==> config.mk <==
export PLATFORM = sky130hd
export DESIGN_NAME = rtdc_top
export DESIGN_NICKNAME = d
export VERILOG_FILES = /design/src/inc/rtdc_pkg.sv /design/src/core/rtdc_top.sv
export VERILOG_INCLUDE_DIRS = /design/src /design/src/inc
export SDC_FILE = /design/constraint.sdc
export NUM_CORES = 1
export LEC_CHECK = 0
export BUFFER_PORTS_ARGS = -buffer_cell sky130_fd_sc_hd__buf_2
export CORE_ASPECT_RATIO = 1.4
export CORE_MARGIN = 8
export CORE_UTILIZATION = 45
export DETAILED_ROUTE_END_ITERATION = 8
export PLACE_DENSITY = 0.78
export SETUP_SLACK_MARGIN = 0.15
export SLEW_MARGIN = 10
export SYNTH_ARGS = -nofsm -noshare
export SYNTH_HDL_FRONTEND = slang
export SYNTH_SLANG_ARGS = --single-unit
==> constraint.sdc <==
create_clock -name core_clk_i -period 1.85 [get_ports core_clk_i]
set_clock_uncertainty 0.15 [all_clocks]
set_input_delay 0.0925 -clock core_clk_i [delete_from_list [all_inputs] [get_ports core_clk_i]]
set_output_delay 0.0925 -clock core_clk_i [all_outputs]
set_load 0.01 [all_outputs]
==> src/inc/rtdc_regs.svh <==
`ifndef RTDC_REGS_SVH
`define RTDC_REGS_SVH

// Register offsets
`define RTDC_DRIVER_MODE_OFS 8'h28
`define RTDC_CARRIER_AMPLITUDE_OFS 8'h29
`define RTDC_TRANSMITTER_CONTROL_OFS 8'h2A

// Driver mode fields
`define RTDC_DM_SECOND_INV_BIT 7
`define RTDC_DM_FIRST_INV_BIT 6
`define RTDC_DM_ENABLE_BIT 3
`define RTDC_DM_MODE_MSB 2
`define RTDC_DM_WRITE_MASK 8'hCF

// Carrier amplitude fields
`define RTDC_CA_RED_MSB 7
`define RTDC_CA_RED_LSB 6
`define RTDC_CA_RES_MSB 4
`define RTDC_CA_WRITE_MASK 8'hDF

// Transmitter control fields
`define RTDC_TC_GUARD_MSB 7
`define RTDC_TC_GUARD_LSB 4
`define RTDC_TC_MAX_BIT 3
`define RTDC_TC_INV_BIT 2
`define RTDC_TC_SEL_MSB 1

// Reset values
`define RTDC_DRIVER_MODE_RST 8'h00
`define RTDC_CARRIER_AMPLITUDE_RST 8'h00
`define RTDC_TRANSMITTER_CONTROL_RST 8'h00

// Reduction in millivolts per code
`define RTDC_RED_MV_0 11'h064
`define RTDC_RED_MV_1 11'h0FA
`define RTDC_RED_MV_2 11'h1F4
`define RTDC_RED_MV_3 11'h3E8

`endif

==> src/inc/rtdc_pkg.sv <==
package rtdc_pkg;
    // Modulation source codes
    typedef enum logic [1:0] {
        RTDC_SRC_NONE = 2'h0,
        RTDC_SRC_ENVELOPE = 2'h1,
        RTDC_SRC_EXTERNAL = 2'h2,
        RTDC_SRC_RESERVED = 2'h3
    } rtdc_src_t;
    typedef logic [2:0] rtdc_mode_t;
endpackage

==> src/core/rtdc_top.sv <==
// The plain strobed port was left to the implementer.
`include "rtdc_regs.svh"
`default_nettype none

module rtdc_top (
    // Clock and reset
    input wire logic core_clk_i,
    input wire logic rst_i,
    // Register port
    input wire logic [7:0] reg_addr_i,
    input wire logic [7:0] reg_wdata_i,
    input wire logic reg_we_i,
    input wire logic reg_re_i,
    output logic [7:0] reg_rdata_o,
    // Modulation sources
    input wire logic internal_envelope_signal_i,
    input wire logic external_signal_input_i,
    input wire logic first_carrier_i,
    // Driver pins
    output logic first_driver_pin_o,
    output logic second_driver_pin_o,
    output logic driver_pins_enable_o,
    output rtdc_pkg::rtdc_mode_t driver_output_mode_o,
    // Analog and sequencer settings
    output logic [10:0] carrier_level_reduction_o,
    output logic carrier_max_o,
    output logic [4:0] residual_carrier_o,
    output logic [3:0] overshoot_guard_length_o,
    output logic modulation_o
);
    import rtdc_pkg::*;

    logic [7:0] driver_mode_q;
    logic [7:0] carrier_amplitude_q;
    logic [7:0] transmitter_control_q;
    logic [2:0] ext_sync_q;
    logic ext_level_q;
    logic mod_sel;
    logic mod_d;
    rtdc_src_t src;

    // Millivolt reduction for a code
    function automatic logic [10:0] red_mv(input logic [1:0] code);
        unique case (code)
            2'h0: red_mv = `RTDC_RED_MV_0;
            2'h1: red_mv = `RTDC_RED_MV_1;
            2'h2: red_mv = `RTDC_RED_MV_2;
            2'h3: red_mv = `RTDC_RED_MV_3;
        endcase
    endfunction

    // Driver mode register
    always_ff @(posedge core_clk_i) begin
        if (rst_i) begin
            driver_mode_q <= `RTDC_DRIVER_MODE_RST;
        end else if (reg_we_i && reg_addr_i == `RTDC_DRIVER_MODE_OFS) begin
            driver_mode_q <= reg_wdata_i & `RTDC_DM_WRITE_MASK;
        end
    end

    // Carrier amplitude register
    always_ff @(posedge core_clk_i) begin
        if (rst_i) begin
            carrier_amplitude_q <= `RTDC_CARRIER_AMPLITUDE_RST;
        end else if (reg_we_i &&
                     reg_addr_i == `RTDC_CARRIER_AMPLITUDE_OFS) begin
            carrier_amplitude_q <= reg_wdata_i & `RTDC_CA_WRITE_MASK;
        end
    end

    // Transmitter control register
    always_ff @(posedge core_clk_i) begin
        if (rst_i) begin
            transmitter_control_q <= `RTDC_TRANSMITTER_CONTROL_RST;
        end else if (reg_we_i &&
                     reg_addr_i == `RTDC_TRANSMITTER_CONTROL_OFS) begin
            transmitter_control_q <= reg_wdata_i;
        end
    end

    // Read data, one cycle after the strobe
    always_ff @(posedge core_clk_i) begin
        if (rst_i) begin
            reg_rdata_o <= 8'h00;
        end else if (reg_re_i) begin
            unique case (reg_addr_i)
                `RTDC_DRIVER_MODE_OFS: reg_rdata_o <= driver_mode_q;
                `RTDC_CARRIER_AMPLITUDE_OFS: reg_rdata_o <= carrier_amplitude_q;
                `RTDC_TRANSMITTER_CONTROL_OFS:
                    reg_rdata_o <= transmitter_control_q;
                default: reg_rdata_o <= 8'h00;
            endcase
        end else begin
            reg_rdata_o <= 8'h00;
        end
    end

    // External input synchroniser, three stages
    always_ff @(posedge core_clk_i) begin
        if (rst_i) begin
            ext_sync_q <= 3'h0;
        end else begin
            ext_sync_q <= {ext_sync_q[1:0], external_signal_input_i};
        end
    end

    // Accept a change once stages two and three agree
    always_ff @(posedge core_clk_i) begin
        if (rst_i) begin
            ext_level_q <= 1'b0;
        end else if (ext_sync_q[1] == ext_sync_q[2]) begin
            ext_level_q <= ext_sync_q[2];
        end
    end

    // Modulation source selection
    always_comb begin
        src = rtdc_src_t'(transmitter_control_q[`RTDC_TC_SEL_MSB:0]);
        unique case (src)
            RTDC_SRC_NONE: mod_sel = 1'b0;
            RTDC_SRC_ENVELOPE: mod_sel = internal_envelope_signal_i;
            RTDC_SRC_EXTERNAL: mod_sel = ext_level_q;
            RTDC_SRC_RESERVED: mod_sel = 1'b0;
        endcase
        mod_d = mod_sel ^ transmitter_control_q[`RTDC_TC_INV_BIT];
    end

    // Registered modulation and driver pins
    always_ff @(posedge core_clk_i) begin
        if (rst_i) begin
            modulation_o <= 1'b0;
            first_driver_pin_o <= 1'b0;
            second_driver_pin_o <= 1'b0;
        end else begin
            modulation_o <= mod_d;
            first_driver_pin_o <= driver_mode_q[`RTDC_DM_ENABLE_BIT] &
                (first_carrier_i ^ driver_mode_q[`RTDC_DM_FIRST_INV_BIT]);
            second_driver_pin_o <= driver_mode_q[`RTDC_DM_ENABLE_BIT] &
                (first_carrier_i ^ driver_mode_q[`RTDC_DM_SECOND_INV_BIT]);
        end
    end
    // above: pins gated by enable, each with its own inversion

    // Static settings straight from the registers
    assign driver_pins_enable_o = driver_mode_q[`RTDC_DM_ENABLE_BIT];
    assign driver_output_mode_o = driver_mode_q[`RTDC_DM_MODE_MSB:0];
    assign carrier_max_o = transmitter_control_q[`RTDC_TC_MAX_BIT];
    // Max carrier removes any reduction
    assign carrier_level_reduction_o = carrier_max_o ? 11'h000 :
        red_mv(carrier_amplitude_q[`RTDC_CA_RED_MSB:`RTDC_CA_RED_LSB]);
    assign residual_carrier_o =
        carrier_amplitude_q[`RTDC_CA_RES_MSB:0];
    assign overshoot_guard_length_o =
        transmitter_control_q[`RTDC_TC_GUARD_MSB:`RTDC_TC_GUARD_LSB];

    // Pins stay low while the drivers are disabled
    a_pin_one_disable: assert property (@(posedge core_clk_i)
        disable iff (rst_i) !$past(driver_mode_q[3]) |-> !first_driver_pin_o)
        else $error("first pin active while disabled");

    a_pin_two_disable: assert property (@(posedge core_clk_i)
        disable iff (rst_i) !$past(driver_mode_q[3]) |-> !second_driver_pin_o)
        else $error("second pin active while disabled");

    // Each pin follows the carrier through its own inversion
    a_pin_one_inv: assert property (@(posedge core_clk_i)
        disable iff (rst_i) $past(!rst_i && driver_mode_q[3]) |->
        first_driver_pin_o ==
        ($past(first_carrier_i) ^ $past(driver_mode_q[6])))
        else $error("first pin inversion wrong");

    a_pin_two_inv: assert property (@(posedge core_clk_i)
        disable iff (rst_i) $past(!rst_i && driver_mode_q[3]) |->
        second_driver_pin_o ==
        ($past(first_carrier_i) ^ $past(driver_mode_q[7])))
        else $error("second pin inversion wrong");

    // Static settings mirror their register fields
    a_enable_flag: assert property (@(posedge core_clk_i)
        disable iff (rst_i) driver_pins_enable_o == driver_mode_q[3])
        else $error("enable output differs from its bit");

    a_mode_field: assert property (@(posedge core_clk_i)
        disable iff (rst_i)
        $past(!rst_i && reg_we_i && reg_addr_i == 8'h28) |->
        driver_output_mode_o == $past(reg_wdata_i[2:0]))
        else $error("mode field not written");

    // Amplitude reduction and its override
    a_max_carrier: assert property (@(posedge core_clk_i)
        disable iff (rst_i) carrier_max_o |-> carrier_level_reduction_o == 0)
        else $error("reduction active under max carrier");

    a_max_flag: assert property (@(posedge core_clk_i)
        disable iff (rst_i) carrier_max_o == transmitter_control_q[3])
        else $error("max carrier flag differs from its bit");

    a_red_code_zero: assert property (@(posedge core_clk_i)
        disable iff (rst_i) (!carrier_max_o && carrier_amplitude_q[7:6] == 0)
        |-> carrier_level_reduction_o == 11'h064)
        else $error("reduction code zero wrong");

    a_red_code_one: assert property (@(posedge core_clk_i)
        disable iff (rst_i) (!carrier_max_o && carrier_amplitude_q[7:6] == 1)
        |-> carrier_level_reduction_o == 11'h0FA)
        else $error("reduction code one wrong");

    a_red_code_two: assert property (@(posedge core_clk_i)
        disable iff (rst_i) (!carrier_max_o && carrier_amplitude_q[7:6] == 2)
        |-> carrier_level_reduction_o == 11'h1F4)
        else $error("reduction code two wrong");

    a_red_code_three: assert property (@(posedge core_clk_i)
        disable iff (rst_i) (!carrier_max_o && carrier_amplitude_q[7:6] == 3)
        |-> carrier_level_reduction_o == 11'h3E8)
        else $error("reduction code three wrong");

    a_residual: assert property (@(posedge core_clk_i)
        disable iff (rst_i) $past(!rst_i && reg_we_i && reg_addr_i == 8'h29)
        |-> residual_carrier_o == $past(reg_wdata_i[4:0]))
        else $error("residual not written");

    // Guard length field, then the modulation path one cycle behind its source
    a_guard_len: assert property (@(posedge core_clk_i)
        disable iff (rst_i) $past(!rst_i && reg_we_i && reg_addr_i == 8'h2A)
        |-> overshoot_guard_length_o == $past(reg_wdata_i[7:4]))
        else $error("guard length not written");

    a_mod_none: assert property (@(posedge core_clk_i)
        disable iff (rst_i) $past(transmitter_control_q[1:0]) == 0 |->
        modulation_o == $past(transmitter_control_q[2]))
        else $error("no-source modulation wrong");

    a_mod_env: assert property (@(posedge core_clk_i)
        disable iff (rst_i) $past(transmitter_control_q[1:0]) == 1 |->
        modulation_o == ($past(internal_envelope_signal_i) ^
        $past(transmitter_control_q[2])))
        else $error("envelope modulation wrong");

    a_mod_ext: assert property (@(posedge core_clk_i)
        disable iff (rst_i) $past(transmitter_control_q[1:0]) == 2 |->
        modulation_o == ($past(ext_level_q) ^
        $past(transmitter_control_q[2])))
        else $error("external modulation wrong");

    a_mod_reserved: assert property (@(posedge core_clk_i)
        disable iff (rst_i) $past(transmitter_control_q[1:0]) == 3 |->
        modulation_o == $past(transmitter_control_q[2]))
        else $error("reserved source not silent");

    a_ext_filter: assert property (@(posedge core_clk_i)
        disable iff (rst_i) ext_level_q != $past(ext_level_q) |->
        $past(ext_sync_q[1]) == $past(ext_sync_q[2]))
        else $error("external level moved without agreement");

    // Register port
    a_reserved_zero: assert property (@(posedge core_clk_i)
        disable iff (rst_i) driver_mode_q[5:4] == 0 &&
        carrier_amplitude_q[5] == 0)
        else $error("reserved bit stored");

    a_rdata_idle: assert property (@(posedge core_clk_i)
        disable iff (rst_i) !$past(reg_re_i) |-> reg_rdata_o == 8'h00)
        else $error("read data outside its cycle");

    a_rdata_unmapped: assert property (@(posedge core_clk_i)
        disable iff (rst_i) $past(!rst_i && reg_re_i &&
        reg_addr_i != 8'h28 && reg_addr_i != 8'h29 &&
        reg_addr_i != 8'h2A) |-> reg_rdata_o == 8'h00)
        else $error("unmapped read not zero");

    a_rdata_mode: assert property (@(posedge core_clk_i)
        disable iff (rst_i)
        $past(!rst_i && reg_re_i && reg_addr_i == 8'h28) |->
        reg_rdata_o == $past(driver_mode_q))
        else $error("driver mode read wrong");

    a_rdata_amp: assert property (@(posedge core_clk_i)
        disable iff (rst_i)
        $past(!rst_i && reg_re_i && reg_addr_i == 8'h29) |->
        reg_rdata_o == $past(carrier_amplitude_q))
        else $error("carrier amplitude read wrong");

    a_rdata_ctrl: assert property (@(posedge core_clk_i)
        disable iff (rst_i)
        $past(!rst_i && reg_re_i && reg_addr_i == 8'h2A) |->
        reg_rdata_o == $past(transmitter_control_q))
        else $error("transmitter control read wrong");

    a_ctrl_written: assert property (@(posedge core_clk_i)
        disable iff (rst_i)
        $past(!rst_i && reg_we_i && reg_addr_i == 8'h2A) |->
        transmitter_control_q == $past(reg_wdata_i))
        else $error("transmitter control not written");

    a_amp_written: assert property (@(posedge core_clk_i)
        disable iff (rst_i)
        $past(!rst_i && reg_we_i && reg_addr_i == 8'h29) |->
        carrier_amplitude_q == ($past(reg_wdata_i) & 8'hDF))
        else $error("carrier amplitude not written");

    // Registers hold unless their own address is written
    a_mode_kept: assert property (@(posedge core_clk_i)
        disable iff (rst_i) !$past(rst_i || reg_we_i && reg_addr_i == 8'h28)
        |-> $stable(driver_mode_q))
        else $error("driver mode changed without a write");

    a_amp_kept: assert property (@(posedge core_clk_i)
        disable iff (rst_i) !$past(rst_i || reg_we_i && reg_addr_i == 8'h29)
        |-> $stable(carrier_amplitude_q))
        else $error("carrier amplitude changed without a write");

    a_ctrl_kept: assert property (@(posedge core_clk_i)
        disable iff (rst_i) !$past(rst_i || reg_we_i && reg_addr_i == 8'h2A)
        |-> $stable(transmitter_control_q))
        else $error("transmitter control changed without a write");

    // Main scenarios
    c_enable_write: cover property (@(posedge core_clk_i)
        disable iff (rst_i) $rose(driver_pins_enable_o));

    c_ext_source: cover property (@(posedge core_clk_i)
        disable iff (rst_i) transmitter_control_q[1:0] == 2 && modulation_o);

    c_max_carrier: cover property (@(posedge core_clk_i)
        disable iff (rst_i) carrier_max_o && carrier_amplitude_q[7:6] != 0);

    c_pins_inverted: cover property (@(posedge core_clk_i)
        disable iff (rst_i) driver_pins_enable_o && driver_mode_q[7:6] == 3);

    c_mod_inverted: cover property (@(posedge core_clk_i)
        disable iff (rst_i) transmitter_control_q[2:0] == 3'h5);
endmodule

`default_nettype wire

==> results.md, run 1 <==
- Most frequent cells in the layout: buf_2 (56), dfxtp_1 (35), nand2b_1 (29), mux2i_1 (27), nor2_1 (16)
- Leak: 1.019 nW
- CP bufs+invs: 2
- CP Class: flop to output port
- Worst setup SP type: flop
- Asr flop ratio synth: 0
- Global Route Usage Sum: 0.1294
- Total number of vias: approximately 1.3k
- CORE AREA: 0.003643 sq mm
- Clk sinks: 36
- Root buf cell: clkbuf_8
- Final hold vios: 0
- Total CTS buffers: 5
- Pwr dens: 700.9 mW/mm^2
- Clk_lat worst skew: about 0.28 ns
- Synth Register Bits: 36
- R2R depth: 3
- Worst vdd ir: ~0.00052 V
- Tot Pwr: between 1 and 1.5 mW
- Clk slew on worst S/H paths: about 0.070 ns
- Hold WC Path Type: input pin to flop
- RSZ-0062 raised after global routing: false
- Total of max-cap violations: 0
- CP startpoint: carrier_amplitude_q[6]$_SDFFE_PP0P_
- Slowest stage cell, crit path: dfxtp_2
- Reg-to-Reg Start: transmitter_control_q[1]$_SDFFE_PP0P_
- Setup_tns: 0 ns
- Die X: just under 70 um
- Die area: 0.006071 sq mm
- Worst r2r dst: modulation_o$_SDFF_PP0_
- Worst Hold Slack: 0.04037 ns
- Area grow syn2layout: 22.76%
- Clk buf depth: 2
- R2R setup slack: 0.76 ns
- Final worst-path cycle share: 0.8444
- Setup bufs post-CTS: 0
- Port bufs: 56
- Initial antenna violation count: 0
- First-pass GRT wire length: 5961 um
- Syn Std Cell Area: 0.001715 sq mm
- Critical path's largest stage delay: between 0.3 and 0.4 ns
- Post-synthesis cell count: 174
- Grt total ovfl: 0
- Fin nets: 254
- Initial Util: 0.4708
- Commonest non-fill, non-tap cell in the layout: buf_2
- Critical path arrival: 1.32 ns
- IO Count: 59
- DR vias/cell: 4.825
- Pin count of the biggest net entering global routing: 35
- Slew Limit Fails: 0
- Initial DRC count: 25
- Hold path depth: 4
- Minimum clock period: 1.562 ns
- Post-route ant nets: 0
- Share of the synthesized area in the top cell type: 0.4201
- CP Data Required Time: about 1.6 ns
- Drc violations: 0
- Worst path cell trace: inv_1, ha_1, nor2b_1, buf_2
- Ys flop type: dfxtp_1
- Placer congestion estimate: slightly below 0.8
- Dpl cell area: around 0.0019 sq mm
- Post-DP HPWL: 2935 um
- Final core utilization: 0.5780
- Crit-path max FO: 6
- Area leader, netlist: dfxtp_1
- Die span in y: about 89 um
- CP endpoint kind: output port
- Final Cell Area: 0.002106 sq mm
- Ys Warns: 0
- Hold_sp: internal_envelope_signal_i
- Total iterations of the first detailed-routing run: 4
- Final wirelength: around 3800 um
- Number of synthesized flops with an enable pin: 0
- Delay-heaviest family, CP: flip-flops
- Num rows: 26
- # fillers: 362
- F_max: 640.1 MHz
- H-tree depth: 2
- CTS tree: yes
- Sequential fraction of the synthesis area: 0.4201
- Largest cells by area after synthesis: dfxtp_1 (42%), mux2i_1 (16%), nand2b_1 (11%)
- Mean Syn Cell Area: 9.859 sq um
- Setup Viol. Count Final: 0
- Distinct cells, synth: 26
- Ant diodes: 0
- Status: complete, no violations
- Layout cells sized above 1: 0.3084
- WL/cell: 14.16 um
- Hold Path Sink: modulation_o$_SDFF_PP0_
- Vias in the first global route: 1313
flip-flops by register name, summed over array words and instances (netlist names):
name	cells
carrier_amplitude_q	7
driver_mode_q	6
ext_level_q	1
ext_sync_q	3
first_driver_pin_o	1
modulation_o	1
reg_rdata_o	8
second_driver_pin_o	1
transmitter_control_q	8
layer usage:
layer | global-route usage | wire [um]
met3 | 0.05270 | 310
met4 | 0.05794 | 61
met1 | 0.1339 | 1535
met2 | 0.2209 | 1902
met5 | 0 | 0
report_power, final:
group	switching (mW)	internal, mW	leakage, nW
logic	0.0453	0.0590	0.678
registers	0.00152	0.778	0.291
clock network	0.261	0.331	0.0503
per-stage QoR:
stage	setup slack, ns	std cells
3_3_place_gp	0.4297	252
2_1_floorplan	0.6691	175
4_1_cts	0.1889	269
6_report	0.2878	269
3_5_place_dp	0.3768	252
5_1_grt	0.1820	269
cells by family (layout without fill, tap and decap cells):
family | after synthesis | after routing | synth area share
and+or+nand+nor | 67 | 67 | 0.2334
adders and majority gates | 4 | 4 | 0.02918
muxes | 27 | 27 | 0.1575
other | 1 | 2 | 0.002186
DFF | 36 | 36 | 0.4201
xor gates and xnor gates | 2 | 2 | 0.01021
AOI/OAI and AO/OA | 11 | 11 | 0.04814
buffers and inverters | 26 | 78 | 0.09919
worst max path at each step:
stage / end / slack, ns / depth (start not counted)
3_5_place_dp: transmitter_control_q[7]$_SDFFE_PP0P_ / 0.38 / 4
3_3_place_gp: transmitter_control_q[3]$_SDFFE_PP0P_ / 0.43 / 4
4_1_cts: carrier_level_reduction_o[4] / 0.19 / 4
5_1_grt: carrier_level_reduction_o[4] / 0.18 / 4
2_1_floorplan: transmitter_control_q[2]$_SDFFE_PP0P_ / 0.67 / 4
6_report: carrier_level_reduction_o[4] / 0.29 / 4
synth_stat cells (3+ instances only):
master,n
buf_4,17
ha_1,4
clkbuf_1,4
nor2b_1,8
nand3_1,3
inv_1,3
a2bb2oi_1,6
nand2b_1,29
dfxtp_1,36
mux2i_1,27
nor2_1,16
nand2_1,3
timing repair:
| action | 4_1_cts | 5_1_grt |
|---|---|---|
| hold endpoints to repair | 21 | 0 |
| hold buffers | 10 | 0 |
| gates resized for setup | 0 | 1 |
| setup endpoints to repair | 0 | 1 |
tightest hold or removal path: cells and delay by family:
family          cells  cell delay [ns]
buf+inv             1             0.08
compound gates      1             0.07
simple gates        2             0.18
area by class of cell:
class	instances	area [sq um]	area share
Clock buffer	7	96.34	0.04575
Tap cell	42	52.55	0.02496
Sequential cell	36	721.9	0.3428
Timing Repair Buffer	68	395.4	0.1878
Multi-Input combinational cell	113	828.3	0.3933
Inverter	3	11.26	0.005348
Note: power is estimated with default switching activity, not from simulation.
==> inputs of run 2 (changes only) <==
==> constraint.sdc (replaced) <==
create_clock -name core_clk_i -period 1.54 [get_ports core_clk_i]
set_clock_uncertainty 0.15 [all_clocks]
set_input_delay 0.077 -clock core_clk_i [delete_from_list [all_inputs] [get_ports core_clk_i]]
set_output_delay 0.077 -clock core_clk_i [all_outputs]
set_load 0.01 [all_outputs]
==> run 2 against run 1 <==
  * Combinational power is 26% higher
  * Flip-flop and latch count is the same
  * Register-to-register slack got worse by 0.27 ns
  * Largest cell class unchanged
  * Critical endpoint is now carrier_level_reduction_o[8]
  * Die area stayed put
  * Worst hold slack improved by 0.019 ns
  * Final cell count up 3.0%
  * Sequential share of layout area down 1.6 points
  * Clock-buffer cell count is the same
==> results.md, run 2 (synthesized netlist as in run 1, its figures left out) <==
- Status: complete, no violations
- Post-route ant nets: 0
- DR vias/cell: 4.765
- Hold_sp: reg_addr_i[0]
- Final wirelength: 3993 um
- RSZ-0062 raised after global routing: true
- Hold Path Sink: reg_rdata_o[3]$_SDFF_PP0_
- Die X: 68.18 um
- Worst vdd ir: 0.0006682 V
- Leak: 1.064 nW
- Pin count of the biggest net entering global routing: 35
- H-tree depth: 2
- Register area: 729.5 sq um
- Total number of vias: 1320
- Layout cells sized above 1: 0.3660
- Worst setup SP type: flop
- Grt total ovfl: 0
- Clk slew on worst S/H paths: 0.07 ns
- R2R setup slack: 0.49 ns
- Worst r2r dst: modulation_o$_SDFF_PP0_
- Initial antenna violation count: 0
- WL/cell: 14.42 um
- Clk_lat worst skew: slightly below 0.3 ns
- Die span in y: 89.05 um
- Hold path depth: 3
- CP Class: flop to output port
- Most frequent cells in the layout: buf_2 (55), dfxtp_1 (33), nand2b_1 (29), mux2i_1 (27), nor2_1 (16)
- Largest regs: reg_rdata_o (8), transmitter_control_q (8), carrier_amplitude_q (7)
- Minimum clock period: 1.427 ns
- R2R depth: 3
- Clk buf depth: 2
- Total CTS buffers: 5
- Fin nets: approximately 260
- Post-DP HPWL: 2849 um
- Vias in the first global route: ~1.4k
- Total iterations of the first detailed-routing run: 3
- Dpl cell area: approximately 0.0019 sq mm
- # fillers: between 300 and 400
- Final hold vios: 0
- Setup Viol. Count Final: 0
- Final Cell Area: 0.002232 sq mm
- Placer congestion estimate: slightly above 0.7
- F_max: between 700 and 800 MHz
- Net Switching: 372.4 uW
- Clk sinks: 36
- Final core utilization: 0.6126
- Commonest non-fill, non-tap cell in the layout: buf_2
- Multi-input logic area: ~870 sq um
- CTS tree: yes
- CP Data Required Time: 1.31 ns
- Pint: 1.404 mW
- CORE AREA: ~0.0036 sq mm
- Crit-path max FO: 4
- Placed cells: 253
- Die area: 0.006071 sq mm
- Ant diodes: 0
- Slew Limit Fails: 0
- CP endpoint kind: output port
- Area grow syn2layout: 30.12%
- Total of max-cap violations: 0
- Port bufs: 56
- Global Route Usage Sum: 0.1392
- Root buf cell: clkbuf_8
- Sequential share of power: 0.525
- Pwr dens: 795.7 mW/mm^2
- Final worst-path cycle share: 0.9263
- Initial DRC count: 37
- Setup_tns: 0 ns
- Initial Util: 0.4708
- First-pass GRT wire length: 6354 um
- Hold WC Path Type: input pin to flop
- Gate power share: 0.074
- Non-filler cells, final: between 200 and 300
- Net Sw Frac: 0.2097
- Drc violations: 0
- Num rows: 26
- CP startpoint: carrier_amplitude_q[7]$_SDFFE_PP0P_
- IO Count: 59
- Clock share of power: 0.401
- Critical path arrival: 1.20 ns
- Reg-to-Reg Start: transmitter_control_q[1]$_SDFFE_PP0P_
run 2: changes by cell type in the layout (fill, tap and decap cells not counted), sizes merged:
cell         delta
buf             +7
dlygate4sd3     +1
run 2: repair_timing:
item | in CTS | in global routing
endpoints found under the setup margin | 5 | 10
hold endpoints to repair | 25 | 0
gates resized for setup | 16 | 2
hold buffers | 11 | 0
pin swaps | 1 | 0
buffers inserted | 6 | 0
run 2: worst max-delay path: stages, from the launching register on:
cell,delay [ns]
dfxtp_4,0.37
buf_4,0.14
ha_4,0.15
nor2_1,0.08
nor2_1,0.04
buf_2,0.14
run 2: how the worst max path moves through the flow:
stage / depth (start not counted) / endpoint / slack [ns]
after global routing: 4 / carrier_level_reduction_o[4] / 0.05
after global placement: 4 / driver_mode_q[2]$_SDFFE_PP0P_ / 0.13
final: 5 / carrier_level_reduction_o[8] / 0.11
after CTS: 4 / carrier_level_reduction_o[1] / 0.11
after floorplan: 4 / transmitter_control_q[2]$_SDFFE_PP0P_ / 0.37
after detailed placement: 4 / transmitter_control_q[3]$_SDFFE_PP0P_ / 0.1
run 2: through the flow:
| stage | power [mW] | setup WS (ns) | hold slack, ns |
|---|---|---|---|
| after floorplan | 1.025 | 0.3746 | 0.05518 |
| after global placement | 1.066 | 0.1346 | 0.1407 |
| after detailed placement | 1.066 | 0.09726 | 0.1453 |
| after CTS | 1.788 | 0.1127 | 0.05330 |
| after global routing | 1.842 | 0.05463 | 0.06863 |
| final | 1.776 | 0.1134 | 0.05978 |
run 2: layer usage:
layer,track usage,part of all wire,vias to the layer above
li1,-,-,679
met1,0.1374,0.40,596
met2,0.2526,0.51,39
met3,0.04642,0.075,6
met4,0.06168,0.015,0
met5,0,0,-
run 2: power by group through the flow:
stage	Combinational (mW)	Sequential (mW)	Clock, mW
5_1_grt	0.141	0.933	0.768
2_1_floorplan	0.0682	0.957	0
3_5_place_dp	0.109	0.958	0
3_3_place_gp	0.108	0.957	0
6_report	0.131	0.933	0.712
4_1_cts	0.131	0.933	0.724
run 2: layout make-up:
cell class              count  share of cell area
inverters                   3            0.007287
multi-input cells         113              0.3879
repair buffers             76              0.2113
clock buffers               7             0.04316
flip-flops and latches     36              0.3268
well taps                  42             0.02354
==> inputs of run 3 (changes only) <==
--- a/config.mk
+++ b/config.mk
@@ -6,13 +6,14 @@
 export SDC_FILE = /design/constraint.sdc
 export NUM_CORES = 1
 export LEC_CHECK = 0
-export BUFFER_PORTS_ARGS = -buffer_cell sky130_fd_sc_hd__buf_2
 export CORE_ASPECT_RATIO = 1.4
 export CORE_MARGIN = 8
 export CORE_UTILIZATION = 45
+export CTS_BUF_LIST = sky130_fd_sc_hd__clkbuf_8
 export DETAILED_ROUTE_END_ITERATION = 8
-export PLACE_DENSITY = 0.78
-export SETUP_SLACK_MARGIN = 0.15
+export DONT_BUFFER_PORTS = 1
+export PLACE_DENSITY = 0.65
+export SETUP_SLACK_MARGIN = 0.05
 export SLEW_MARGIN = 10
 export SYNTH_ARGS = -nofsm -noshare
 export SYNTH_HDL_FRONTEND = slang
==> run 3 against run 2 <==
  * Wire length rose by 8.3%
  * Power fell by 1.6%
  * Sequential power barely moved
  * Die area did not move
  * Worst setup slack got worse by 0.017 ns
  * Sequential share of layout area barely moved
  * Design area barely moved
  * Global-route usage rose by 1.5 points
  * Flip-flop and latch count did not move
==> results.md, run 3 (synthesized netlist as in run 1, its figures left out) <==
- Commonest non-fill, non-tap cell in the layout: dlygate4sd3_1
- Layout cells sized above 1: 0.1043
- Worst setup SP type: flop
- Final hold vios: 0
- Total of max-cap violations: 0
- Tot Pwr: 1.747 mW
- RSZ-0062 raised after global routing: true
- Pwr dens: 782.3 mW/mm^2
- Port bufs: 0
- Die X: ~68 um
- Setup_tns: 0 ns
- Worst Hold Slack: 0.004963 ns
- Largest regs: reg_rdata_o (8), transmitter_control_q (8), carrier_amplitude_q (7)
- Placed cells: 197
- CP Class: flop to output port
- CTS tree: yes
- Worst vdd ir: 0.0007124 V
- Pin count of the biggest net entering global routing: 35
- Clk buf depth: 2
- Total number of vias: around 1.3k
- Slew Limit Fails: 0
- Dpl cell area: 0.001635 sq mm
- # fillers: ~300
- Critical path arrival: 1.22 ns
- Crit-path max FO: 6
- F_max: 692.6 MHz
- CP Data Required Time: around 1.3 ns
- Clock share of power: 0.397
- Final wirelength: 4326 um
- Post-route ant nets: 0
- CP endpoint kind: output port
- DR vias/cell: 5.194
- Die area: 0.006071 sq mm
- Placer congestion estimate: 0.7782
- Clk sinks: 36
- Sequential share of power: 0.535
- Vias in the first global route: ~1.5k
- Final worst-path cycle share: 0.9375
- WL/cell: 17.10 um
- IO Count: 59
- Clk_lat worst skew: 0.29 ns
- Status: complete, no violations
- CORE AREA: 0.003643 sq mm
- Post-DP HPWL: 2801 um
- Initial antenna violation count: 0
- First-pass GRT wire length: 7024 um
- Pint: 1.366 mW
- H-tree depth: 2
- Net Switching: 381.3 uW
- Grt total ovfl: 0
- Root buf cell: clkbuf_8
- Most frequent cells in the layout: dlygate4sd3_1 (48), dfxtp_1 (30), nand2b_1 (28), mux2i_1 (27), nor2_1 (16)
- Fin nets: 237
- Final Cell Area: 0.002233 sq mm
- Hold WC Path Type: input pin to flop
- Ant diodes: 0
- Die span in y: 89.05 um
- Leak: 0.8713 nW
- Clk slew on worst S/H paths: around 0.070 ns
- Minimum clock period: ~1.4 ns
- Initial Util: 0.4708
- Global Route Usage Sum: 0.1537
- Drc violations: 0
- Total iterations of the first detailed-routing run: 3
- Initial DRC count: 63
- Non-filler cells, final: 253
- Setup Viol. Count Final: 0
- Net Sw Frac: 0.2182
- Area grow syn2layout: 30.20%
- Gate power share: 0.068
- Total CTS buffers: 5
- Num rows: 26
run 3: cell count changes in the layout (fill, tap and decap cells not counted), moves of 2 or more:
cell           before  now
buf_4               7    3
dlygate4sd3_1      11   48
inv_1               1    4
dfxtp_1            33   30
ha_4                2    0
buf_6               3    0
buf_2              55    0
inv_4               2    0
ha_1                0    4
dfxtp_2             1    5
ha_2                2    0
run 3: timing repair:
action,CTS,global route
hold endpoints to repair,35,0
buffers inserted,0,0
setup endpoints to repair,1,9
hold buffers,48,0
resized for setup,2,8
run 3: path summary, 6_finish.rpt:
check	from	endpoint	slack (ns)	cells past startpoint
setup / recovery	carrier_amplitude_q[6]$_SDFFE_PP0P_	carrier_level_reduction_o[4]	0.1	3
hold / removal	reg_addr_i[4]	carrier_amplitude_q[2]$_SDFFE_PP0P_	0.005	3
setup reg to reg	transmitter_control_q[5]$_SDFFE_PP0P_	transmitter_control_q[5]$_SDFFE_PP0P_	0.13	3
hold reg to reg	transmitter_control_q[5]$_SDFFE_PP0P_	reg_rdata_o[5]$_SDFF_PP0_	0.35	2
run 3: final cells by class:
cell class | count | area, sq um | area share
well taps | 42 | 52.55 | 0.02353
clock inverters | 2 | 11.26 | 0.005042
repair buffers | 51 | 503.0 | 0.2252
inverters | 3 | 11.26 | 0.005042
clock buffers | 6 | 82.58 | 0.03697
flip-flops and latches | 36 | 730.7 | 0.3272
multi-input cells | 113 | 842.1 | 0.3770
run 3: power groups by stage:
stage / logic, mW / clock network, mW / registers, mW
after floorplan: 0.0682 / 0 / 0.957
after global placement: 0.0581 / 0 / 0.958
after detailed placement: 0.0589 / 0 / 0.958
after CTS: 0.117 / 0.708 / 0.936
after global routing: 0.127 / 0.750 / 0.935
final: 0.119 / 0.693 / 0.935
run 3: critical path, stage by stage (launching register included):
cell     delay [ns]
dfxtp_4        0.39
inv_1          0.08
ha_1           0.28
nor2b_2        0.18
run 3: per-stage QoR:
stage               setup WS [ns]  utilization
finish                    0.09623       0.6130
global route              0.02233       0.6130
CTS                       0.06336       0.6075
detailed placement         0.2125       0.4488
global placement           0.2616       0.4488
floorplan                  0.3746            -
run 3: per-layer routing:
layer | track usage | vias up | share of wire
met1 | 0.1503 | 627 | 0.37
li1 | - | 634 | -
met4 | 0.06916 | 0 | 0.020
met5 | 0 | - | 0
met2 | 0.2774 | 44 | 0.52
met3 | 0.05521 | 9 | 0.089
